[config.mk]
export PLATFORM = sky130hd
export DESIGN_NAME = cpm_host
export DESIGN_NICKNAME = d
export VERILOG_FILES = /design/src/cpm_pkg.sv /design/src/cpm_dev_port.sv /design/src/cpm_host.sv
export SDC_FILE = /design/constraint.sdc
export NUM_CORES = 1
export LEC_CHECK = 0
export BUFFER_PORTS_ARGS = -buffer_cell sky130_fd_sc_hd__buf_2
export CAP_MARGIN = 20
export CELL_PAD_IN_SITES_DETAIL_PLACEMENT = 0
export CELL_PAD_IN_SITES_GLOBAL_PLACEMENT = 2
export CORE_MARGIN = 10
export CORE_UTILIZATION = 38
export DETAILED_ROUTE_END_ITERATION = 8
export GPL_TIMING_DRIVEN = 0
export PLACE_DENSITY = 0.85
export SYNTH_ARGS = -nofsm -noshare
export SYNTH_HDL_FRONTEND = slang
export SYNTH_SLANG_ARGS = --single-unit
[constraint.sdc]
create_clock -name ref_clk_i -period 4.3 [get_ports ref_clk_i]
set_input_delay 0.43 -clock ref_clk_i [delete_from_list [all_inputs] [get_ports ref_clk_i]]
set_output_delay 0.43 -clock ref_clk_i [all_outputs]
set_load 0.01 [all_outputs]
[src/cpm_pkg.sv]
package cpm_pkg;

    localparam int DEV_AW = 8;
    localparam int DEV_DW = 8;
    localparam int CAP_W = 16;
    localparam int OVF_W = 8;
    localparam int RES_W = 24;

    // Device register offsets seen on the device's byte-wide register port.
    localparam logic [7:0] TIMER_CTRL_STATUS_ADDR = 8'h01;
    localparam logic [7:0] COUNTER_HI_ADDR = 8'h02;
    localparam logic [7:0] CAPTURE_HI_ADDR = 8'h04;
    localparam logic [7:0] CAPTURE_LO_ADDR = 8'h05;

    // Bit positions inside timer_ctrl_status.
    localparam int CAPTURE_FLAG_BIT = 7;
    localparam int COUNTER_OVERFLOW_FLAG_BIT = 5;
    localparam int CAPTURE_EDGE_POLARITY_BIT = 1;

    localparam logic [7:0] CTRL_RESET = 8'h00;
    localparam logic [OVF_W-1:0] OVF_RESET = 8'h00;

    // One register access holds the strobe for at least this long.
    localparam int CLK_PERIOD_NS = 10;
    localparam int ACC_TIME_NS = 40;
    localparam int ACC_CYCLES = (ACC_TIME_NS + CLK_PERIOD_NS - 1) / CLK_PERIOD_NS;
    localparam logic [3:0] ACC_LAST = 4'(ACC_CYCLES - 1);

    typedef struct packed {
        logic we;
        logic [DEV_AW-1:0] addr;
        logic [DEV_DW-1:0] wdata;
    } cpm_req_t;

    typedef enum {
        S_IDLE,
        S_SET_EDGE,
        S_CLR_ST,
        S_CLR_CAPH,
        S_CLR_CAPL,
        S_CLR_CNT,
        S_POLL,
        S_CAP_H,
        S_CAP_L,
        S_EDGE2,
        S_OVF_CLR
    } cpm_state_t;

endpackage : cpm_pkg

[src/cpm_dev_port.sv]
`timescale 1ns/10ps
module cpm_dev_port import cpm_pkg::*; (
    input wire logic ref_clk_i,
    input wire logic rst_i,
    input wire logic req_valid_i,
    input wire cpm_req_t req_i,
    output logic busy_o,
    output logic ack_o,
    output logic [DEV_DW-1:0] rdata_o,
    output logic [DEV_AW-1:0] dev_addr_o,
    output logic dev_rd_o,
    output logic dev_wr_o,
    output logic [DEV_DW-1:0] dev_data_o,
    output logic dev_data_oe_o,
    input wire logic [DEV_DW-1:0] dev_data_i
);

    logic [DEV_DW-1:0] data_s1;
    logic [DEV_DW-1:0] data_s2;
    logic [3:0] cnt;

    always_ff @(posedge ref_clk_i or posedge rst_i) begin
        if (rst_i) begin
            data_s1 <= 8'h00;
            data_s2 <= 8'h00;
        end else begin
            data_s1 <= dev_data_i;
            data_s2 <= data_s1;
        end
    end

    // The strobe is held for ACC_CYCLES; read data is taken from the second
    // synchroniser stage in the last cycle, so the device has settled by then.
    always_ff @(posedge ref_clk_i or posedge rst_i) begin
        if (rst_i) begin
            busy_o <= 1'b0;
            ack_o <= 1'b0;
            cnt <= 4'h0;
            rdata_o <= 8'h00;
            dev_addr_o <= 8'h00;
            dev_rd_o <= 1'b0;
            dev_wr_o <= 1'b0;
            dev_data_o <= 8'h00;
            dev_data_oe_o <= 1'b0;
        end else begin
            ack_o <= 1'b0;
            if (!busy_o && req_valid_i) begin
                busy_o <= 1'b1;
                cnt <= ACC_LAST;
                dev_addr_o <= req_i.addr;
                dev_rd_o <= !req_i.we;
                dev_wr_o <= req_i.we;
                dev_data_o <= req_i.wdata;
                dev_data_oe_o <= req_i.we;
            end else if (busy_o) begin
                if (cnt == 4'h0) begin
                    busy_o <= 1'b0;
                    ack_o <= 1'b1;
                    rdata_o <= data_s2;
                    dev_rd_o <= 1'b0;
                    dev_wr_o <= 1'b0;
                    dev_data_oe_o <= 1'b0;
                end else begin
                    cnt <= cnt - 4'h1;
                end
            end
        end
    end

    acc_len_a: assert property (@(posedge ref_clk_i) disable iff (rst_i)
        $rose(busy_o) |-> busy_o [*4] ##1 (ack_o && !busy_o))
        else $error("access length wrong");

endmodule : cpm_dev_port

[src/cpm_host.sv]
`timescale 1ns/10ps
module cpm_host import cpm_pkg::*; (
    input wire logic ref_clk_i,
    input wire logic rst_i,
    input wire logic start_i,
    input wire logic long_mode_i,
    input wire logic capture_edge_polarity_i,
    input wire logic toggle_edge_i,
    output logic busy_o,
    output logic done_o,
    output logic [RES_W-1:0] period_o,
    output logic [DEV_AW-1:0] dev_addr_o,
    output logic dev_rd_o,
    output logic dev_wr_o,
    output logic [DEV_DW-1:0] dev_data_o,
    output logic dev_data_oe_o,
    input wire logic [DEV_DW-1:0] dev_data_i
);

    cpm_state_t state;
    logic issued;
    logic acc_busy;
    logic acc_ack;
    logic [DEV_DW-1:0] acc_rdata;
    logic acc_req_valid;
    cpm_req_t acc_req;
    logic phase;
    logic long_q;
    logic tog_q;
    logic edge_q;
    logic pend_ovf;
    logic cleared;
    logic [DEV_DW-1:0] status;
    logic [7:0] cap_hi;
    logic [CAP_W-1:0] first_capture_value;
    logic [OVF_W-1:0] ovf_cnt;
    logic [DEV_AW-1:0] last_rd_addr;
    logic [CAP_W-1:0] second_capture_value;

    function automatic cpm_req_t req_of(input cpm_state_t s, input logic edge_v);
        cpm_req_t r;
        r.we = 1'b0;
        r.addr = TIMER_CTRL_STATUS_ADDR;
        r.wdata = CTRL_RESET;
        case (s)
            S_SET_EDGE, S_EDGE2: begin
                r.we = 1'b1;
                r.wdata[CAPTURE_EDGE_POLARITY_BIT] = edge_v;
            end
            S_CLR_CAPH, S_CAP_H: r.addr = CAPTURE_HI_ADDR;
            S_CLR_CAPL, S_CAP_L: r.addr = CAPTURE_LO_ADDR;
            S_CLR_CNT, S_OVF_CLR: r.addr = COUNTER_HI_ADDR;
            default: r.addr = TIMER_CTRL_STATUS_ADDR;
        endcase
        return r;
    endfunction : req_of

    // Final 24-bit period from overflow count and both captures.
    function automatic logic [RES_W-1:0] period_of(input logic [OVF_W-1:0] n,
                                                   input logic [CAP_W-1:0] t1,
                                                   input logic [CAP_W-1:0] t0);
        logic [CAP_W-1:0] diff;
        logic borrow;
        diff = t1 - t0;
        borrow = t1 < t0;
        return {n - OVF_W'(borrow), diff};
    endfunction : period_of

    assign acc_req_valid = (state != S_IDLE) && !issued && !acc_busy;
    assign acc_req = req_of(state, state == S_EDGE2 ? !edge_q : edge_q);

    cpm_dev_port u_port (
        .ref_clk_i(ref_clk_i),
        .rst_i(rst_i),
        .req_valid_i(acc_req_valid),
        .req_i(acc_req),
        .busy_o(acc_busy),
        .ack_o(acc_ack),
        .rdata_o(acc_rdata),
        .dev_addr_o(dev_addr_o),
        .dev_rd_o(dev_rd_o),
        .dev_wr_o(dev_wr_o),
        .dev_data_o(dev_data_o),
        .dev_data_oe_o(dev_data_oe_o),
        .dev_data_i(dev_data_i)
    );

    always_ff @(posedge ref_clk_i or posedge rst_i) begin
        if (rst_i) begin
            issued <= 1'b0;
        end else if (acc_ack) begin
            issued <= 1'b0;
        end else if (acc_req_valid) begin
            issued <= 1'b1;
        end
    end

    always_ff @(posedge ref_clk_i or posedge rst_i) begin
        if (rst_i) begin
            last_rd_addr <= 8'h00;
        end else if (acc_req_valid && !acc_req.we) begin
            last_rd_addr <= acc_req.addr;
        end
    end

    always_ff @(posedge ref_clk_i or posedge rst_i) begin
        if (rst_i) begin
            state <= S_IDLE;
            busy_o <= 1'b0;
            done_o <= 1'b0;
            period_o <= 24'h000000;
            phase <= 1'b0;
            long_q <= 1'b0;
            tog_q <= 1'b0;
            edge_q <= 1'b0;
            pend_ovf <= 1'b0;
            cleared <= 1'b0;
            status <= 8'h00;
            cap_hi <= 8'h00;
            first_capture_value <= 16'h0000;
            second_capture_value <= 16'h0000;
            ovf_cnt <= OVF_RESET;
        end else begin
            done_o <= 1'b0;
            case (state)
                S_IDLE: begin
                    if (start_i) begin
                        busy_o <= 1'b1;
                        phase <= 1'b0;
                        cleared <= 1'b0;
                        pend_ovf <= 1'b0;
                        ovf_cnt <= OVF_RESET;
                        long_q <= long_mode_i;
                        tog_q <= toggle_edge_i;
                        edge_q <= capture_edge_polarity_i;
                        state <= S_SET_EDGE;
                    end
                end
                S_SET_EDGE: if (acc_ack) state <= S_CLR_ST;
                S_CLR_ST: if (acc_ack) state <= S_CLR_CAPH;
                S_CLR_CAPH: if (acc_ack) state <= S_CLR_CAPL;
                S_CLR_CAPL: if (acc_ack) state <= S_CLR_CNT;
                S_CLR_CNT: begin
                    if (acc_ack) begin
                        cleared <= 1'b1;
                        state <= S_POLL;
                    end
                end
                S_POLL: begin
                    if (acc_ack) begin
                        status <= acc_rdata;
                        if (acc_rdata[CAPTURE_FLAG_BIT]) begin
                            state <= S_CAP_H;
                        end else if (acc_rdata[COUNTER_OVERFLOW_FLAG_BIT] && long_q) begin
                            if (phase) begin
                                ovf_cnt <= ovf_cnt + 8'h01;
                            end
                            state <= S_OVF_CLR;
                        end else begin
                            state <= S_POLL;
                        end
                    end
                end
                S_CAP_H: begin
                    if (acc_ack) begin
                        cap_hi <= acc_rdata;
                        state <= S_CAP_L;
                    end
                end
                S_CAP_L: begin
                    if (acc_ack) begin
                        if (!phase) begin
                            first_capture_value <= {cap_hi, acc_rdata};
                            phase <= 1'b1;
                            pend_ovf <= long_q && status[COUNTER_OVERFLOW_FLAG_BIT];
                            if (long_q && status[COUNTER_OVERFLOW_FLAG_BIT] && cap_hi[7]) begin
                                ovf_cnt <= ovf_cnt + 8'h01;
                            end
                            if (tog_q) begin
                                state <= S_EDGE2;
                            end else if (long_q && status[COUNTER_OVERFLOW_FLAG_BIT]) begin
                                state <= S_OVF_CLR;
                            end else begin
                                state <= S_POLL;
                            end
                        end else begin
                            second_capture_value <= {cap_hi, acc_rdata};
                            if (!long_q) begin
                                period_o <= period_of(8'h00, {cap_hi, acc_rdata},
                                                      first_capture_value);
                            end else if (status[COUNTER_OVERFLOW_FLAG_BIT] && !cap_hi[7]) begin
                                period_o <= period_of(ovf_cnt + 8'h01, {cap_hi, acc_rdata},
                                                      first_capture_value);
                            end else begin
                                period_o <= period_of(ovf_cnt, {cap_hi, acc_rdata},
                                                      first_capture_value);
                            end
                            done_o <= 1'b1;
                            busy_o <= 1'b0;
                            state <= S_IDLE;
                        end
                    end
                end
                S_EDGE2: begin
                    if (acc_ack) begin
                        edge_q <= !edge_q;
                        state <= pend_ovf ? S_OVF_CLR : S_POLL;
                    end
                end
                S_OVF_CLR: begin
                    if (acc_ack) begin
                        pend_ovf <= 1'b0;
                        state <= S_POLL;
                    end
                end
                default: state <= S_IDLE;
            endcase
        end
    end

    cap_clear_seq_a: assert property (@(posedge ref_clk_i) disable iff (rst_i)
        (state == S_CAP_H && acc_req_valid) |-> last_rd_addr == TIMER_CTRL_STATUS_ADDR)
        else $error("capture read not preceded by status read");

    edge_toggle_a: assert property (@(posedge ref_clk_i) disable iff (rst_i)
        ($rose(phase) && tog_q) |-> ##[1:12] (dev_wr_o
            && dev_data_o[CAPTURE_EDGE_POLARITY_BIT] != edge_q))
        else $error("edge polarity not toggled after first capture");

    short_diff_a: assert property (@(posedge ref_clk_i) disable iff (rst_i)
        (done_o && !long_q) |-> period_o ==
            {8'h00, second_capture_value - first_capture_value})
        else $error("short period wrong");

    borrow_dec_a: assert property (@(posedge ref_clk_i) disable iff (rst_i)
        (state == S_CAP_L && acc_ack && phase && long_q
            && !status[COUNTER_OVERFLOW_FLAG_BIT]
            && {cap_hi, acc_rdata} < first_capture_value)
        |=> period_o[23:16] == $past(ovf_cnt) - 8'h01)
        else $error("borrow not subtracted");

    flags_cleared_a: assert property (@(posedge ref_clk_i) disable iff (rst_i)
        $rose(phase) |-> $past(cleared))
        else $error("first capture before flags cleared");

    ovf_count_a: assert property (@(posedge ref_clk_i) disable iff (rst_i)
        (state == S_POLL && acc_ack && phase && long_q
            && !acc_rdata[CAPTURE_FLAG_BIT] && acc_rdata[COUNTER_OVERFLOW_FLAG_BIT])
        |=> ovf_cnt == $past(ovf_cnt) + 8'h01)
        else $error("overflow not counted");

    ovf_service_a: assert property (@(posedge ref_clk_i) disable iff (rst_i)
        (state == S_POLL && acc_ack && long_q
            && !acc_rdata[CAPTURE_FLAG_BIT] && acc_rdata[COUNTER_OVERFLOW_FLAG_BIT])
        |-> ##[1:12] (state == S_OVF_CLR && acc_ack))
        else $error("overflow flag not cleared in time");

    cap_first_a: assert property (@(posedge ref_clk_i) disable iff (rst_i)
        (state == S_POLL && acc_ack && acc_rdata[CAPTURE_FLAG_BIT]) |=> state == S_CAP_H)
        else $error("capture not serviced first");

    first_wrap_a: assert property (@(posedge ref_clk_i) disable iff (rst_i)
        (state == S_CAP_L && acc_ack && !phase && long_q && status[COUNTER_OVERFLOW_FLAG_BIT])
        |=> ovf_cnt == ($past(cap_hi[7]) ? 8'h01 : 8'h00))
        else $error("first capture rollover resolved wrong");

    second_wrap_a: assert property (@(posedge ref_clk_i) disable iff (rst_i)
        (state == S_CAP_L && acc_ack && phase && long_q && status[COUNTER_OVERFLOW_FLAG_BIT]
            && !cap_hi[7] && {cap_hi, acc_rdata} >= first_capture_value)
        |=> period_o[23:16] == $past(ovf_cnt) + 8'h01)
        else $error("second capture rollover resolved wrong");

    done_pulse_a: assert property (@(posedge ref_clk_i) disable iff (rst_i)
        done_o |=> (!done_o && !busy_o))
        else $error("done not a single pulse");

    short_done_c: cover property (@(posedge ref_clk_i) disable iff (rst_i)
        done_o && !long_q);
    long_ovf_c: cover property (@(posedge ref_clk_i) disable iff (rst_i)
        done_o && long_q && period_o[23:16] != 8'h00);
    toggle_c: cover property (@(posedge ref_clk_i) disable iff (rst_i)
        state == S_EDGE2 && acc_ack);

endmodule : cpm_host

-- Word-level counts from Yosys, hierarchy flattened
Index checks and enable logic that the tools add are counted.
- register bits after elaboration: 143
- output and inout bits: 45
- add/sub/neg operators: 6
- $lt $le $gt $ge: 1
- equal/unequal tests: 29
- multiplexer cells: 64
- bitwise operators: 2
- reductions and logical operators: 40
- operator list (cell ; count):
    $mux W32 ; 11
    $pmux W32 S10 ; 1
    $eq A32 B3 Y1 const B ; 4
    $eq A32 B4 Y1 const B ; 3
    $eq A32 B2 Y1 const B ; 2
    $mux W8 ; 8
    $mux W24 ; 2
    $eq A32 B1 Y1 const B ; 1
    $eq A32 B5 Y1 const B ; 1
    $logic_not A32 Y1 ; 1
    $mux W4 ; 8
    $reduce_bool A32 Y1 ; 1
    $mux W1 ; 28
    $pmux W8 S3 ; 1
    $ne A2 B1 Y1 const B ; 11
    $lt A16 B16 Y1 ; 1
    $sub A16 B16 Y16 ; 1
    $sub A8 B1 Y8 ; 2
    $reduce_and A3 Y1 ; 5
    $ne A2 B2 Y1 const B ; 7
    $reduce_and A10 Y1 ; 1
    $reduce_and A2 Y1 ; 5
    $reduce_bool A2 Y1 ; 5
    $pmux W3 S3 ; 1
    14 further kinds ; 31

-- Depth between registers and ports, before layout
- depth after elaboration: 6
- mapped depth: 15

-- Modules after synthesis
From an unflattened synthesis, not the netlist that was laid out.
- cells, all modules: 620
- area, all modules: 6045.8 µm²
- modules (own cells, without submodules) (module ; instances ; cells an instance ; area an instance (µm²)):
    cpm_host ; 1 ; 480 ; 4309.1
    cpm_dev_port ; 1 ; 140 ; 1736.7

-- Worst setup path after synthesis
No wires, ideal clock.
- path type: register to register
- start: reg cap_hi[3]
- end: reg period_o[23]
- library setup time: 0.145 ns
- arrival time: 2.674 ns
- slack: 1.481 ns
- stages on the path, launching flop included: 14
- buffers on the path: 0
- period minus slack after synthesis: 2.819 ns
- cells stage by stage: dfrtp_1 > ha_1 > a21oi_1 > and3_1 > nand3_1 > a21oi_1 > or2_2 > ha_1 > nand2b_1 > o32ai_1 > o311ai_1 > a21oi_1 > xnor2_1 > o211ai_1
- cells in the longest elaborated chain, start to end: 4
- elaborated cells between the ends (all ways): 6
- RTL lines (element ; line ; source):
    start: declaration ; cpm_host.sv:34 ; logic [7:0] cap_hi;
    start signal: assignment ; cpm_host.sv:166 ; cap_hi <= acc_rdata;
    $lt A16 B16 Y1 (*) ; cpm_host.sv:65 ; borrow = t1 < t0;
    $sub A8 B1 Y8 ; cpm_host.sv:66 ; return {n - OVF_W'(borrow), diff};
    $mux W24 ; cpm_host.sv:191 ; end else if (status[COUNTER_OVERFLOW_FLAG_BIT] && !cap_hi[7]) begin
    $mux W24 (*) ; cpm_host.sv:188 ; if (!long_q) begin
    end signal: assignment ; cpm_host.sv:189 ; period_o <= period_of(8'h00, {cap_hi, acc_rdata},
    end signal: assignment ; cpm_host.sv:192 ; period_o <= period_of(ovf_cnt + 8'h01, {cap_hi, acc_rdata},
    end signal: assignment ; cpm_host.sv:195 ; period_o <= period_of(ovf_cnt, {cap_hi, acc_rdata},
    end: declaration ; cpm_host.sv:11 ; output logic [RES_W-1:0] period_o,
Every way passes the cells marked *; elsewhere a longest branch is shown, timed or not.
A chain may end at the register's enable or synchronous reset.

-- Final worst setup path
Ends and elaborated chain as after synthesis.

==> run summary <==
status: complete, no violations
Num CTS Buffers: 9
Via density: 5.15
Top Family by Delay on Critical Path: compound AO/OA/AOI/OAI gates
most common cell after layout, fill and taps aside: dfrtp_1
DRC marker count from the first detailed-route iteration: 315
Post-DP HPWL: 9410 um
PwrDens: 661 nW/um2
CP max-delay cell: dfrtp_1
Clock Tree Buf Depth: 2
Hold Fails Final Rpt: 0
critical-path cell list: ha_1 -> a21oi_1 -> and3_1 -> nand3_1 -> a21oi_1 -> or2_2 -> ha_1 -> nand2b_1 -> o32ai_1 -> o311ai_1 -> a21oi_1 -> xnor2_1 -> o211ai_1
post-cts sizing count: 0
Fmax: 0.286 GHz
period utilisation layout: 81.2%
minimum clock period: 3.49 ns
Synth Register Bits: 105
DRT Pass-1 Iters: 4
first-pass GRT wire length: 21700 um
routed via count: 4250
WP data arrival: 3.71 ns
initial antenna violation count: 0
final setup vio count: 0
Post-synth EDFFs: 0
Sink Count: 105
# IOs: 59
leakage: 2.93 nW
CTS root buf: clkbuf_16
site row count: 44
clock power share: 20.1%
Crit Path Category: flip-flop to flip-flop
max incr delay on CP: 0.42 ns
Post-DRT Antenna Nets: 0
commonest cells after routing, fill and taps aside: dfrtp_1 (105), nand2_1 (57), buf_2 (47)
Crit. End Element: flip-flop
final net count: 672
TritonCTS clock tree: done
NetSw: 1.78 mW
Rel. slew slack: 37.4%
pin count of the biggest net entering global routing: 61
n_diodes: 0
yosys warns: 0
fin area: 6450 um2
CP max FO: 6
Post-DP Area: 6140 um2
die area: 20000 um2
core region area: 14500 um2
maxcap violations: 0
drt total wl: 12700 um
Skew-Pair Late Insertion Delay: 0.36 ns
Sw Share: 41.6%
Die Wd: 141 um
initial core utilization: 38.7%
Final Slew Violations: 0
Cell variety after synth: 64
cell mode on critical path: a21oi_1
Area Growth Syn to Fin: 15.1%
RePlAce Congestion: 0.865
RSZ-0062 raised after global routing: false
reg2reg setup slack: 0.81 ns
GRT overflow: 0
HP Class: input port to flip-flop
worst vdd ir: 0.000270 V
Int Pwr: 2.49 mW
CTS clk-pin slew, worst paths: 0.08 ns
worst slew pin tran: 0.925 ns
CP Buf/Inv Count: 0
top_reg_cell synth: dfrtp_1
Async SR Flop Fraction: 100%
Cells after Synth: 567
Hold Worst Slack: 0.168 ns
hold-fix buffers at CTS: 0
startpoint types: flip-flop
port bufs: 46
H-tree levels: 3
DIE HEIGHT: 141 um
Reg power frac: 32.3%
Routed wire per std cell: 15.4 um
setup TNS: 0 ns
gr usage total: 13.3%
Setup Fix Bufs, Post-CTS: 0
Logic pwr share: 47.6%
clk_skew: 0.00856 ns
Req. time, crit path: 4.52 ns
number of global-route vias before repair: 4299
Residual DRC: 0
Avg Cell Area, Syn: 9.89 um2
cell area after synthesis: 5610 um2
share of cells above drive strength 1: 18.3%
post-synthesis sequential area ratio: 46.8%
final design utilization: 44.6%
[cells by family after synthesis]
logic type               share of synthesized area [%]
XOR/XNOR                                          4.68
multiplexers                                      6.36
buffers and inverters                             5.84
flip-flops                                        46.8
AND/OR/NAND/NOR                                   15.7
adder cells (fa/ha/maj)                           5.04
other                                           0.0669
AO/OA/AOI/OAI                                     15.5
[through the flow]
step,power [mW],setup slack (ns),instances
after floorplan,2.93,1.11,578
after global placement,3.40,-0.136,808
after detailed placement,3.43,0.898,809
after CTS,4.32,0.854,825
after global routing,4.64,0.551,825
final,4.27,0.809,825
[final cells by class]
class / count / area [um2]
plain buffers: 42 / 215
clock buffers: 9 / 225
clock inverters: 7 / 88.8
fillers: 1409 / 8020
inverters: 30 / 115
multi-input cells: 401 / 2700
flip-flops and latches: 105 / 2630
well taps: 184 / 230
repair buffers: 47 / 258
[path summary, 6_finish.rpt]
| path | start | end | cells after the start |
|---|---|---|---|
| max | cap_hi[3] | period_o[23] | 13 |
| min | dev_data_i[3] | u_port.data_s1[3] | 1 |
| max reg2reg | cap_hi[3] | period_o[23] | 13 |
| min reg2reg | u_port.data_s1[7] | u_port.data_s2[7] | 0 |
| max in group asynchronous | rst_i | period_o[23] | 3 |
| min in group asynchronous | rst_i | u_port.data_s1[1] | 2 |
[cells in the mapped netlist (all sizes together), types with 5 or more instances]
cell type  count  area share, %
nor2b          5           0.56
o211ai        12            1.6
ha            21            4.7
nand3         13            1.2
nor2          34            2.3
dfrtp        105             47
nor3          11            1.1
nand2b        13            1.4
and3           7           0.78
a21o           6           0.80
buf           20            2.4
xor2          11            1.7
a31oi          8           0.89
o31ai          8            1.1
a21oi         25            2.3
xnor2         19            3.0
nand4          5           0.56
mux2          29            5.8
a211oi         5           0.67
o21ai         42            3.7
clkbuf        22            1.5
nand2         57            3.8
inv           30            2.0
[metal layers]
layer | GRT usage, % | wire (um)
met1 | 18.1 | 6420
met2 | 19.6 | 5530
met3 | 2.50 | 493
met4 | 6.46 | 270
met5 | 0 | 0
[power groups by stage]
stage	logic (mW)	clock network, mW	registers, mW
floorplan	1.57	0	1.36
global placement	2.01	0	1.39
detailed placement	2.03	0	1.40
CTS	2.04	0.889	1.38
global route	2.30	0.930	1.42
finish	2.03	0.858	1.38
[registers in the layout, summed over array words and instances, names as in the netlist, 3 cells and up]
name,count
u_port.data_s2,8
ovf_cnt,8
first_capture_value,16
u_port.rdata_o,8
state,4
cap_hi,8
u_port.data_s1,8
u_port.cnt,4
u_port.dev_addr_o,3
period_o,24
(Power assumes the default switching activity.)
